## src/core/dbgsc_pkg.sv

```systemverilog
// dbgsc_pkg: constants, command codes and carrier structs for the
// debug status/control and breakpoint match block.
// assumes a decoded command port in front of the serial link.
package dbgsc_pkg;

  // status/control bit positions
  localparam int unsigned BIT_PERMIT = 7;
  localparam int unsigned BIT_ACTIVE = 6;
  localparam int unsigned BIT_BKEN = 5;
  localparam int unsigned BIT_FORCE_TAG = 4;
  localparam int unsigned BIT_CLKSEL = 3;
  localparam int unsigned BIT_LPSTAT = 2;
  localparam int unsigned BIT_LPFAIL = 1;
  localparam int unsigned BIT_DVFAIL = 0;

  // values after a normal reset and after a reset in the debug state
  localparam logic [7:0] RST_SCR_NORMAL = 8'h00;
  localparam logic [7:0] RST_SCR_ACTIVE = 8'hc8;
  localparam logic [15:0] RST_BKPT = 16'h0000;
  localparam logic [1:0] RST_SYNC = 2'h0;

  // command codes
  typedef enum logic [7:0] {
    CMD_GO = 8'h08,
    CMD_HALT = 8'h90,
    CMD_RD_STAT = 8'he4,
    CMD_WR_CTRL = 8'hc4,
    CMD_RD_BKPT = 8'he2,
    CMD_WR_BKPT = 8'hc2
  } dbgsc_code_t;

  typedef struct packed {
    logic valid;
    logic [7:0] code;
    logic [15:0] data;
  } dbgsc_cmd_t;

  typedef struct packed {
    logic valid;
    logic [15:0] data;
  } dbgsc_rsp_t;

  typedef struct packed {
    logic first;
    logic permit;
    logic active;
    logic bken;
    logic force_tag_select;
    logic clksel;
    logic low_power_status;
    logic low_power_failure;
    logic data_valid_failure;
    logic [15:0] bkpt;
    logic force_pend;
    logic tag_out;
    logic rsp_valid;
    logic [15:0] rsp_data;
  } dbgsc_state_t;

endpackage

```

## src/core/dbgsc_bkpt_match.sv

```systemverilog
// dbgsc_bkpt_match: compares the cpu address bus with the match address
// and splits a hit into a forced or a tagged request.
// assumes addr and its qualifiers are synchronous to the same clock.
`timescale 1ns/1ns
`default_nettype none
module dbgsc_bkpt_match #(
  parameter int unsigned AW = 16
) (
  input wire logic en,
  input wire logic force_tag_select,
  input wire logic [AW-1:0] match,
  input wire logic [AW-1:0] addr,
  input wire logic addr_valid,
  input wire logic opfetch,
  output logic force_hit,
  output logic tag_hit
);

  logic hit;

  // disabled matcher never requests anything
  assign hit = en && addr_valid && (addr == match);
  // forced: any access; tagged: opcode fetches only
  assign force_hit = hit && force_tag_select;
  assign tag_hit = hit && !force_tag_select && opfetch;

endmodule
`default_nettype wire

```

## src/core/dbgsc_top.sv

```systemverilog
// dbgsc_top: debug status/control register, breakpoint match register,
// debug-state flag and breakpoint request logic.
// assumes a serial front end delivering decoded one-cycle commands and a
// cpu that reports low-power state, instruction boundaries and tag hits.
`timescale 1ns/1ns
`default_nettype none

module dbgsc_top #(
  parameter int unsigned AW = 16,
  parameter bit SLOW_MEM = 1'b0
) (
  input wire logic clk,
  input wire logic nrst,
  input wire logic reset_in_debug,
  input wire dbgsc_pkg::dbgsc_cmd_t cmd,
  output var dbgsc_pkg::dbgsc_rsp_t rsp,
  input wire logic [AW-1:0] cpu_addr,
  input wire logic cpu_addr_valid,
  input wire logic cpu_opfetch,
  input wire logic cpu_insn_boundary,
  input wire logic cpu_tag_exec,
  input wire logic cpu_low_power,
  input wire logic mem_fail_lp,
  input wire logic mem_fail_slow,
  output logic cpu_debug_halt,
  output logic bkpt_tag,
  output logic comm_clk_sel
);

  logic [1:0] rst_sync_r;
  logic rst_n;
  dbgsc_pkg::dbgsc_state_t s_r;
  dbgsc_pkg::dbgsc_state_t s_nxt;
  logic force_hit;
  logic tag_hit;
  logic enter;
  logic leave;
  logic is_cmd;

  function automatic logic [7:0] status_of(
    input dbgsc_pkg::dbgsc_state_t s
  );
    logic [7:0] v;
    v = 8'h00;
    v[dbgsc_pkg::BIT_PERMIT] = s.permit;
    v[dbgsc_pkg::BIT_ACTIVE] = s.active;
    v[dbgsc_pkg::BIT_BKEN] = s.bken;
    v[dbgsc_pkg::BIT_FORCE_TAG] = s.force_tag_select;
    v[dbgsc_pkg::BIT_CLKSEL] = s.clksel;
    v[dbgsc_pkg::BIT_LPSTAT] = s.low_power_status;
    v[dbgsc_pkg::BIT_LPFAIL] = s.low_power_failure;
    v[dbgsc_pkg::BIT_DVFAIL] = s.data_valid_failure;
    return v;
  endfunction

  function automatic logic cmd_is(
    input dbgsc_pkg::dbgsc_cmd_t c,
    input dbgsc_pkg::dbgsc_code_t code
  );
    return c.valid && (c.code == code);
  endfunction

  // reset released through two flops
  always_ff @(posedge clk or negedge nrst) begin
    if (!nrst) begin
      rst_sync_r <= dbgsc_pkg::RST_SYNC;
    end else begin
      rst_sync_r <= {rst_sync_r[0], 1'b1};
    end
  end
  assign rst_n = rst_sync_r[1];

  dbgsc_bkpt_match #(
    .AW(AW)
  ) u_match (
    .en(s_r.bken),
    .force_tag_select(s_r.force_tag_select),
    .match(s_r.bkpt),
    .addr(cpu_addr),
    .addr_valid(cpu_addr_valid),
    .opfetch(cpu_opfetch),
    .force_hit(force_hit),
    .tag_hit(tag_hit)
  );

  assign is_cmd = cmd.valid;

  always_comb begin
    s_nxt = s_r;
    s_nxt.first = 1'b0;
    s_nxt.rsp_valid = 1'b0;
    s_nxt.rsp_data = 16'h0000;
    enter = 1'b0;
    leave = 1'b0;
    if (s_r.first && reset_in_debug) begin
      s_nxt.permit = dbgsc_pkg::RST_SCR_ACTIVE[dbgsc_pkg::BIT_PERMIT];
      s_nxt.active = dbgsc_pkg::RST_SCR_ACTIVE[dbgsc_pkg::BIT_ACTIVE];
      s_nxt.clksel = dbgsc_pkg::RST_SCR_ACTIVE[dbgsc_pkg::BIT_CLKSEL];
    end
    // forced hit waits for a boundary
    if (force_hit) begin
      s_nxt.force_pend = 1'b1;
    end
    if (s_r.force_pend && cpu_insn_boundary) begin
      enter = 1'b1;
      s_nxt.force_pend = 1'b0;
    end
    s_nxt.tag_out = tag_hit;
    if (cpu_tag_exec) begin
      enter = 1'b1;
    end
    // registers reached only through this port
    if (is_cmd) begin
      case (cmd.code)
        dbgsc_pkg::CMD_RD_STAT: begin
          s_nxt.rsp_valid = 1'b1;
          s_nxt.rsp_data = {8'h00, status_of(s_r)};
          s_nxt.low_power_failure = 1'b0;
          s_nxt.data_valid_failure = 1'b0;
        end
        dbgsc_pkg::CMD_WR_CTRL: begin
          s_nxt.rsp_valid = 1'b1;
          if (!s_r.active) begin
            s_nxt.permit = s_r.permit | cmd.data[dbgsc_pkg::BIT_PERMIT];
          end
          s_nxt.bken = cmd.data[dbgsc_pkg::BIT_BKEN];
          s_nxt.force_tag_select = cmd.data[dbgsc_pkg::BIT_FORCE_TAG];
          s_nxt.clksel = cmd.data[dbgsc_pkg::BIT_CLKSEL];
        end
        dbgsc_pkg::CMD_RD_BKPT: begin
          s_nxt.rsp_valid = 1'b1;
          s_nxt.rsp_data = s_r.bkpt;
        end
        dbgsc_pkg::CMD_WR_BKPT: begin
          s_nxt.rsp_valid = 1'b1;
          s_nxt.bkpt = cmd.data;
        end
        dbgsc_pkg::CMD_HALT: begin
          s_nxt.rsp_valid = 1'b1;
          enter = 1'b1;
        end
        dbgsc_pkg::CMD_GO: begin
          s_nxt.rsp_valid = 1'b1;
          leave = s_r.active;
        end
        default: begin
          s_nxt.rsp_valid = 1'b0;
        end
      endcase
    end
    if (!s_r.permit || s_r.active) begin
      enter = 1'b0;
    end
    // low-power status live or latched by halt
    if (enter) begin
      s_nxt.active = 1'b1;
      s_nxt.force_pend = 1'b0;
      s_nxt.low_power_status = cpu_low_power;
    end else if (leave) begin
      s_nxt.active = 1'b0;
      s_nxt.low_power_status = cpu_low_power;
    end else begin
      s_nxt.low_power_status = cpu_low_power
        || (s_r.low_power_status && s_r.active);
    end
    // failure flag, set beats read clear
    if (mem_fail_lp) begin
      s_nxt.low_power_failure = 1'b1;
    end
    // only a part with slow memory sets it
    if (SLOW_MEM && mem_fail_slow) begin
      s_nxt.data_valid_failure = 1'b1;
    end
  end

  always_ff @(posedge clk or negedge rst_n) begin
    if (!rst_n) begin
      s_r.first <= 1'b1;
      s_r.permit <= dbgsc_pkg::RST_SCR_NORMAL[dbgsc_pkg::BIT_PERMIT];
      s_r.active <= dbgsc_pkg::RST_SCR_NORMAL[dbgsc_pkg::BIT_ACTIVE];
      s_r.bken <= dbgsc_pkg::RST_SCR_NORMAL[dbgsc_pkg::BIT_BKEN];
      s_r.force_tag_select <=
        dbgsc_pkg::RST_SCR_NORMAL[dbgsc_pkg::BIT_FORCE_TAG];
      s_r.clksel <= dbgsc_pkg::RST_SCR_NORMAL[dbgsc_pkg::BIT_CLKSEL];
      s_r.low_power_status <=
        dbgsc_pkg::RST_SCR_NORMAL[dbgsc_pkg::BIT_LPSTAT];
      s_r.low_power_failure <=
        dbgsc_pkg::RST_SCR_NORMAL[dbgsc_pkg::BIT_LPFAIL];
      s_r.data_valid_failure <=
        dbgsc_pkg::RST_SCR_NORMAL[dbgsc_pkg::BIT_DVFAIL];
      s_r.bkpt <= dbgsc_pkg::RST_BKPT;
      s_r.force_pend <= 1'b0;
      s_r.tag_out <= 1'b0;
      s_r.rsp_valid <= 1'b0;
      s_r.rsp_data <= 16'h0000;
    end else begin
      s_r <= s_nxt;
    end
  end

  assign rsp = {s_r.rsp_valid, s_r.rsp_data};
  assign cpu_debug_halt = s_r.active;
  assign bkpt_tag = s_r.tag_out;
  assign comm_clk_sel = s_r.clksel;

  permit_hold_a: assert property (
    @(posedge clk) disable iff (!rst_n)
    s_r.permit |=> s_r.permit
  ) else $error("permit bit dropped without reset");

  permit_lock_a: assert property (
    @(posedge clk) disable iff (!rst_n)
    (s_r.active && cmd_is(cmd, dbgsc_pkg::CMD_WR_CTRL) && !s_r.first)
    |=> s_r.permit == $past(s_r.permit)
  ) else $error("permit changed while in debug state");

  ro_bits_a: assert property (
    @(posedge clk) disable iff (!rst_n)
    (cmd_is(cmd, dbgsc_pkg::CMD_WR_CTRL) && !s_r.first && !cpu_tag_exec
     && !(s_r.force_pend && cpu_insn_boundary))
    |=> s_r.active == $past(s_r.active)
  ) else $error("control write altered the active flag");

  clk_sel_a: assert property (
    @(posedge clk) disable iff (!rst_n)
    cmd_is(cmd, dbgsc_pkg::CMD_WR_CTRL)
    |=> comm_clk_sel == $past(cmd.data[dbgsc_pkg::BIT_CLKSEL])
  ) else $error("clock select not taken from control write");

  no_entry_a: assert property (
    @(posedge clk) disable iff (!rst_n)
    (!s_r.permit && !s_r.active && !s_r.first) |=> !s_r.active
  ) else $error("debug state entered without permit");

  halt_entry_a: assert property (
    @(posedge clk) disable iff (!rst_n)
    (cmd_is(cmd, dbgsc_pkg::CMD_HALT) && s_r.permit && cpu_low_power)
    |=> cpu_debug_halt && s_r.low_power_status
  ) else $error("halt from low power not taken");

  bp_off_a: assert property (
    @(posedge clk) disable iff (!rst_n)
    (!s_r.bken && !s_r.force_pend) |=> !s_r.force_pend && !bkpt_tag
  ) else $error("breakpoint requested while disabled");

  force_entry_a: assert property (
    @(posedge clk) disable iff (!rst_n)
    (s_r.force_pend && cpu_insn_boundary && s_r.permit)
    |=> cpu_debug_halt
  ) else $error("forced break did not halt at boundary");

  tag_entry_a: assert property (
    @(posedge clk) disable iff (!rst_n)
    (s_r.bken && !s_r.force_tag_select && cpu_addr_valid && cpu_opfetch
     && cpu_addr == s_r.bkpt) |=> bkpt_tag
  ) else $error("opcode at match address not tagged");

  lp_stat_a: assert property (
    @(posedge clk) disable iff (!rst_n)
    (cpu_low_power && !s_r.first) |=> s_r.low_power_status
  ) else $error("low-power status missing");

  lp_fail_a: assert property (
    @(posedge clk) disable iff (!rst_n)
    mem_fail_lp |=> s_r.low_power_failure ##1 (s_r.low_power_failure ||
      $past(cmd_is(cmd, dbgsc_pkg::CMD_RD_STAT)))
  ) else $error("low-power failure flag not held");

  dv_fail_a: assert property (
    @(posedge clk) disable iff (!rst_n)
    !SLOW_MEM |-> !s_r.data_valid_failure
  ) else $error("data-valid failure set without slow memory");

  stat_read_a: assert property (
    @(posedge clk) disable iff (!rst_n)
    cmd_is(cmd, dbgsc_pkg::CMD_RD_STAT)
    |=> rsp.valid && rsp.data == {8'h00, $past(status_of(s_r))}
  ) else $error("status read returned wrong byte");

endmodule
`default_nettype wire

```

## config.mk

```make
export PLATFORM = sky130hd
export DESIGN_NAME = dbgsc_top
export DESIGN_NICKNAME = d
export VERILOG_FILES = /design/src/core/dbgsc_pkg.sv /design/src/core/dbgsc_bkpt_match.sv /design/src/core/dbgsc_top.sv
export SDC_FILE = /design/constraint.sdc
export NUM_CORES = 1
export LEC_CHECK = 0
export ABC_AREA = 1
export BUFFER_PORTS_ARGS = -buffer_cell sky130_fd_sc_hd__buf_2
export CORE_ASPECT_RATIO = 0.8
export CORE_MARGIN = 5
export CORE_UTILIZATION = 50
export CTS_BUF_LIST = sky130_fd_sc_hd__clkbuf_4
export DETAILED_ROUTE_END_ITERATION = 16
export PLACE_DENSITY = 0.85
export SLEW_MARGIN = 30
export SYNTH_ARGS = -nofsm -noshare
export SYNTH_HDL_FRONTEND = slang
export SYNTH_SLANG_ARGS = --single-unit
```

## constraint.sdc

```tcl
create_clock -name clk -period 3.5 [get_ports clk]
set_input_delay 0.7 -clock clk [delete_from_list [all_inputs] [get_ports clk]]
set_output_delay 0.7 -clock clk [all_outputs]
set_load 0.1 [all_outputs]
```

==> metrics.cfg, run 1 <==
[detailed_routing]
dr.pass1.iters=5
drt-total-wl_um=5280
drc=0
ant_nets=0
dr.first_iter.drc_count=121
wire_per_inst_um=12.7
vias=2007
avgViaCountPerCell=4.84

[die]
dieHeight_um=72.2
num_io_pins=71
fp.dieW_um=87.7
core_mm2=0.00462
start_util_pct=52.2
std_cell_rows=22
dieArea_mm2=0.00633

[finish]
insertedDiodeCount=0
regArea_mm2=0.00113
fillers=426
nNetsFinal=405
multiInputGateArea_um2=932
layout-drive-gt1-share_pct=31.8
syn_to_final_growth_pct=13.7

[synth]
syn_avg_cell_area_um2=8.05
synth-main-ff-cell=dfrtp_1
yosysSeqAreaShare_pct=46.7
ys_ff_latch=45
synth_nets=351
async_flop_share_pct=100
synth_edf_count=0
synth_cell_types=31
yosys_warnings=0
syn_inst=300
synthesis.area_mm2=0.00241

[critical_path]
startpoint_type=input port
critPathArrivalTime_ns=2.32
rr_worst_depth=8
crit_start=cmd[19]
regToRegSetupSlack_ns=2.20
path_max_fanout=32
r2r_start=s_r[20]
worstReg2RegEnd=s_r[18]
worst_setup_path_end_kind=flip-flop
cp.required_ns=3.74
worstSetupPathType=input port to flip-flop
setup.worst_path.end=s_r[34]

[status]
status=complete, no violations

[clock_network]
insertion_delay_ns=0.36
postCtsSetupRepairBufs=0
htreeDepth=2
clockBufferDepth=2
ctsRootBufferMaster=clkbuf_4
clkTransAtPathRegs_ns=0.13
cts_tree=done
clock-sinks=45
hold_buffers=0
postCtsResizedCells=0
numCtsBuffers=5

[hold_path]
hold_class=input port to asynchronous set/reset pin

[timing]
rsz0062_at_grt=no
hold_viol=0
worst_pin_slew_ns=0.914
finalSetupViolCount=0
fin_skew_ns=0.0148
max_freq_mhz=480
fin_tns_setup_ns=0
period_minus_slack_ns=2.08
relSlewSlack_pct=38.8
period_share_pct=59.5
maxSlewViolCount=0

[global_routing]
grt_usage_pct=17.6
grt_start_max_net_pins=44
antenna_found_initial=0
grt_first_pass_wirelength_um=8660
grt_overflow=0
grt_pass1_vias=1958

[pwr]
p_per_area_mw_per_mm2=354
power_mw=0.973
peakVddDrop_mv=0.169
p_leak_nw=1.57

[place]
place_congestion=0.882
place_hpwl_um=4130
portBuffers=69

[job]
drv_cap=0

Yosys cell counts (2+ instances only):
library cell / count / area (µm²)
xnor2_1: 2 / 17.5
nor3_1: 3 / 15.0
nor2_1: 34 / 128
nand3_1: 10 / 50.1
buf_2: 2 / 10.0
conb_1: 2 / 7.51
nand2_1: 72 / 270
o22ai_1: 3 / 18.8
nor2_2: 12 / 75.1
inv_1: 48 / 180
buf_4: 17 / 128
a21oi_2: 14 / 123
buf_6: 3 / 33.8
o21ai_0: 8 / 40.0
a21oi_1: 4 / 20.0
dfrtp_1: 44 / 1100
o21ai_2: 2 / 17.5
nand3b_1: 2 / 15.0
nand4_1: 6 / 37.5
through the flow:
step	setup slack, ns	area [µm²]	instances	hold slack (ns)	util (%)
5_1_grt	1.34	2750	415	0.0830	59.4
4_1_cts	1.44	2740	415	0.0915	59.3
2_1_floorplan	1.78	2410	300	0.331	-
3_3_place_gp	1.08	2670	407	0.336	57.6
3_5_place_dp	1.05	2670	407	0.342	57.6
6_report	1.42	2750	415	0.108	59.4
critical path, cell delays in order:
cell	delay, ns
buf_2	0.13
or2_4	0.27
nor4_4	0.28
nand2_2	0.57
nor2_1	0.32
a21oi_2	0.05
final cells by class:
cell class,count,share of cell area [%]
clock buffer,5,1.37
timing repair buffer,69,12.6
multi-input combinational,184,33.9
clock inverter,3,1.50
sequential,45,41.2
inverter,49,6.70
tap,60,2.73
layout by cell type, fill, tap and decap left out, types with 2 or more instances in the layout:
master and instances:
o22ai_1 3, nor2_2 12, conb_1 2, nand3_1 10, xnor2_1 2, nand4_1 6
nor2_1 34, dfrtp_1 43, a21oi_1 4, o21ai_2 2, nand2_1 72, inv_1 48
o21ai_0 8, a21oi_2 14, nand3b_1 2, buf_2 69, nor3_1 3, clkbuf_4 5
flip-flops by register name (all words and copies together), names as in the netlist:
register        cells
bkpt_tag            1
comm_clk_sel        1
cpu_debug_halt      1
rsp                17
rst_sync_r          2
s_r                23
cells by family after synthesis:
family	Yosys count	share of synthesized area [%]
simple gates	146	27.6
other cells	2	0.311
compound gates	34	9.95
flops	45	46.7
xor+xnor	2	0.726
buf+inv	71	14.7
routing by layer:
layer	track usage [%]	up-vias	wire length (µm)
li1	-	1009	-
met3	4.54	4	506
met1	24.0	922	2320
met4	5.62	0	52
met2	27.6	72	2400
met5	0	-	0
how the worst min path moves through the flow:
stage | endpoint | slack, ns | cells after the start
4_1_cts | rst_sync_r[1] | 0.09 | 1
2_1_floorplan | rst_sync_r[1] | 0.33 | 0
3_5_place_dp | rst_sync_r[1] | 0.34 | 0
5_1_grt | rst_sync_r[1] | 0.08 | 1
6_report | rst_sync_r[1] | 0.11 | 1
3_3_place_gp | rst_sync_r[1] | 0.34 | 0
power by group:
group,switching [mW],internal [mW]
Clock,0.168,0.148
Combinational,0.0639,0.0436
Sequential,0.0164,0.533
(Power assumes the default switching activity.)
==> run 2: changes to the inputs <==
clock period = 1.95 ns   (was 3.5 ns; I/O delays follow)
==> run 2 against run 1 <==
Against the previous run: register-to-register slack got worse by 1.5 ns; worst setup slack worse by 1.1 ns; critical path depth fell by 5; via count up 0.60%; die area unchanged; non-clock buffer count increased by 4; sequential power increased by 78%; sequential cell count stayed put; total power rose by 93%; clock power is 120% higher; utilization is 1.4 points higher; final area up 2.4%; largest power group unchanged; highest routed layer unchanged.
==> metrics.cfg, run 2 (synthesis results as in run 1) <==
[status]
status=complete, no violations

[timing]
finalSetupViolCount=0
max_freq_mhz=595
hold_viol=0
fin_skew_ns=0.0115
maxSlewViolCount=0
fin_tns_setup_ns=0
period_minus_slack_ns=1.68
rsz0062_at_grt=no
period_share_pct=86.2

[pwr]
switching_share_pct=23.7
p_per_area_mw_per_mm2=669
peakVddDrop_mv=0.702
p_clk_share_pct=37.0
p_comb_share_pct=11.0
p_sw_mw=0.445
p_leak_nw=1.61
p_seq_share_pct=52.0
internal-power_mw=1.44

[die]
core_mm2=0.00462
num_io_pins=71
dieArea_mm2=0.00633
start_util_pct=52.2
std_cell_rows=22
fp.dieW_um=87.7
dieHeight_um=72.2

[critical_path]
crit_cells=1
cp.required_ns=1.56
startpoint_type=flip-flop
critPathSlowestCell=dfrtp_1
crit_path_max_incr_delay_ns=0.46
worstSetupPathType=flip-flop to output pin
critPathArrivalTime_ns=1.29
crit_family=flip-flops
path_cells=buf_2
crit_buf_inv=1
rr_worst_depth=5
worst_setup_path_end_kind=output pin
path_max_fanout=6

[clock_network]
clock-sinks=45
clkTransAtPathRegs_ns=0.13
clockBufferDepth=2
insertion_delay_ns=0.36
numCtsBuffers=5
ctsRootBufferMaster=clkbuf_4
htreeDepth=2
cts_tree=done
postCtsSetupRepairBufs=0

[detailed_routing]
vias=2019
wire_per_inst_um=12.8
ant_nets=0
dr.pass1.iters=4
avgViaCountPerCell=4.82
dr.first_iter.drc_count=139
drt-total-wl_um=5360
drc=0

[finish]
final_cell_mix=nand2_1 (72), buf_2 (69), inv_1 (48)
largest_reg_flops=23
utilization_pct=60.8
layout_commonest_cell=nand2_1
layout-drive-gt1-share_pct=32.6
syn_to_final_growth_pct=16.5
insertedDiodeCount=0
regMostFlops=s_r
nNetsFinal=409

[hold_path]
hold_class=input port to flip-flop
holdPathStages=3

[place]
portBuffers=69
place_hpwl_um=4260
place_congestion=0.858

[global_routing]
grt_first_pass_wirelength_um=8820
grt_pass1_vias=1928
grt_usage_pct=18.3
grt_overflow=0
antenna_found_initial=0
grt_start_max_net_pins=33

[job]
drv_cap=0

[run 2: cell types whose count changed in the layout (fill, tap and decap cells not counted), sizes merged]
cell         change
buf              +3
bufinv           +1
clkinvlp         -1
dlygate4sd3      +1
[run 2: path summary, 6_finish.rpt]
check / from / end / slack, ns
max in group asynchronous: rst_sync_r[1] / s_r[43] / 1.11
setup / recovery: cpu_debug_halt / cpu_debug_halt / 0.27
setup reg to reg: s_r[31] / s_r[18] / 0.68
hold reg to reg: rst_sync_r[1] / s_r[19] / 0.22
min in group asynchronous: rst_sync_r[1] / s_r[19] / 0.22
hold / removal: cpu_low_power / s_r[37] / 0.20
[run 2: layout make-up]
type / count / area, µm²
fill: 435 / 1810
sequential: 45 / 1130
multi-input combinational: 184 / 932
timing repair buffer: 73 / 390
inverter: 49 / 184
tap: 60 / 75.1
clock inverter: 3 / 65.1
clock buffer: 5 / 37.5
[run 2: power by group through the flow]
stage	registers (mW)	clock network (mW)	logic (mW)
after detailed placement	0.997	0	0.205
after floorplan	0.999	0	0.108
after CTS	0.979	0.714	0.207
final	0.978	0.696	0.206
after global routing	0.984	0.758	0.234
after global placement	0.995	0	0.197
[run 2: metal layers]
layer  GRT usage (%)  part of all wire [%]
met1            25.0                    45
met2            28.1                    45
met3            4.54                   8.1
met4            7.33                   2.3
met5               0                     0
[run 2: what timing repair did]
item                      in CTS  in global routing
hold buffers                   1                  0
resized for setup              0                  0
hold endpoints to repair       2                  0
[run 2: per-stage QoR]
step	setup WS [ns]	hold WS (ns)	instances	power [mW]	instance area, µm²
floorplan	0.464	0.0944	300	1.11	2410
finish	0.270	0.203	419	1.88	2810
global placement	0.300	0.177	410	1.19	2700
detailed placement	0.282	0.179	410	1.20	2700
global route	0.184	0.181	419	1.98	2810
CTS	0.250	0.185	419	1.90	2810
==> run 3: changes to the inputs <==
CORE_UTILIZATION = 35   (was 50)
PLACE_DENSITY = 0.65   (was 0.85)
==> run 3 against run 2 <==
Against the previous run: clock-buffer cell count is the same; maximum frequency grew 2.4%; combinational power is essentially flat; register-to-register slack is essentially flat; final area grew 1.5%; critical endpoint unchanged; highest routed layer unchanged.
==> metrics.cfg, run 3 (synthesis results as in run 1) <==
[critical_path]
path_max_fanout=6
cp.required_ns=1.56
worst_setup_path_end_kind=output pin
worstReg2RegEnd=bkpt_tag
crit_buf_inv=1
regToRegSetupSlack_ns=0.69
crit_path_max_incr_delay_ns=0.46
crit_family=buffers and inverters
rr_worst_depth=8
critPathSlowestCell=buf_2
worstSetupPathType=flip-flop to output pin
r2r_start=s_r[23]
startpoint_type=flip-flop
path_cells=buf_2
critPathArrivalTime_ns=1.25

[die]
dieHeight_um=84.3
num_io_pins=71
start_util_pct=35.6
core_mm2=0.00679
std_cell_rows=27
dieArea_mm2=0.00867
fp.dieW_um=103

[place]
place_congestion=0.862
portBuffers=69
place_hpwl_um=4420

[detailed_routing]
dr.first_iter.drc_count=114
drc=0
ant_nets=0
avgViaCountPerCell=4.44
vias=1985
drt-total-wl_um=5430
wire_per_inst_um=12.1
dr.pass1.iters=4

[global_routing]
grt_usage_pct=13.1
grt_first_pass_wirelength_um=8910
grt_start_max_net_pins=33
antenna_found_initial=0
grt_pass1_vias=1966
grt_overflow=0

[timing]
hold_viol=0
max_freq_mhz=609
maxSlewViolCount=0
period_share_pct=84.1
fin_skew_ns=0.00732
rsz0062_at_grt=no
period_minus_slack_ns=1.64
fin_tns_setup_ns=0
finalSetupViolCount=0

[clock_network]
numCtsBuffers=5
clockBufferDepth=2
cts_tree=done
insertion_delay_ns=0.35
clkTransAtPathRegs_ns=0.13
ctsRootBufferMaster=clkbuf_4
htreeDepth=2
clock-sinks=45

[pwr]
power_mw=1.89
peakVddDrop_mv=0.304
p_per_area_mw_per_mm2=661
p_leak_nw=1.62

[finish]
regMostFlops=s_r
nNetsFinal=410
layout_commonest_cell=nand2_1
syn_to_final_growth_pct=18.2
fillers=693
utilization_pct=42.0
largest_reg_flops=23
final_cell_mix=nand2_1 (72), buf_2 (69), inv_1 (48)
layout-drive-gt1-share_pct=32.8
insertedDiodeCount=0

[job]
drv_cap=0

[hold_path]
hold_class=flip-flop to asynchronous set/reset pin

[status]
status=complete, no violations

[run 3: cell types whose count changed in the layout (fill, tap and decap cells not counted)]
cell,before,now
buf_4,2,3
[run 3: report_power, final]
group	switching [mW]	internal (mW)	total, mW
Clock	0.306	0.397	0.703
Combinational	0.122	0.0824	0.204
Sequential	0.0214	0.957	0.978
[run 3: worst max path at each step]
stage	cells after the start	end	startpoint
2_1_floorplan	2	rsp[6]	cpu_debug_halt
3_3_place_gp	7	s_r[42]	cmd[17]
3_5_place_dp	7	s_r[42]	cmd[20]
4_1_cts	1	cpu_debug_halt	cpu_debug_halt
5_1_grt	1	cpu_debug_halt	cpu_debug_halt
6_report	1	cpu_debug_halt	cpu_debug_halt
[run 3: stage by stage]
stage | cell area, µm² | hold slack (ns) | std cells | worst slack [ns]
6_report | 2850 | 0.221 | 447 | 0.309
5_1_grt | 2850 | 0.217 | 447 | 0.218
4_1_cts | 2850 | 0.214 | 447 | 0.293
3_5_place_dp | 2740 | 0.178 | 438 | 0.270
3_3_place_gp | 2740 | 0.177 | 438 | 0.265
2_1_floorplan | 2410 | 0.0944 | 300 | 0.464
[run 3: what timing repair did]
item                                   CTS  global route
gates resized for setup                  0             0
hold buffers                             1             0
endpoints found under the hold margin    2             0
setup buffers                            0             0
[run 3: worst register-to-register path, stage by stage, from the launching register on]
cell and delay, ns:
dfrtp_1 0.40, inv_1 0.09, nand2_1 0.09, nand2_1 0.06, inv_1 0.05, nand3_1 0.05
nor3_1 0.16, nand4_1 0.18, nor2_1 0.11
[run 3: per-layer routing]
layer	up-vias	GRT usage, %	part of all wire, %	wire length [µm]
met5	-	0	0	0
met4	0	2.94	1.2	63
met3	7	4.49	9.0	486
met2	62	19.8	44	2410
met1	897	18.1	46	2470
li1	1019	-	-	-
[run 3: area by class of cell]
type | count | area, µm² | share of cell area (%)
clock inverter | 3 | 65.1 | 2.28
timing repair buffer | 74 | 398 | 13.9
inverter | 49 | 184 | 6.44
multi-input combinational | 184 | 932 | 32.7
sequential | 45 | 1130 | 39.5
tap | 87 | 109 | 3.81
clock buffer | 5 | 37.5 | 1.32
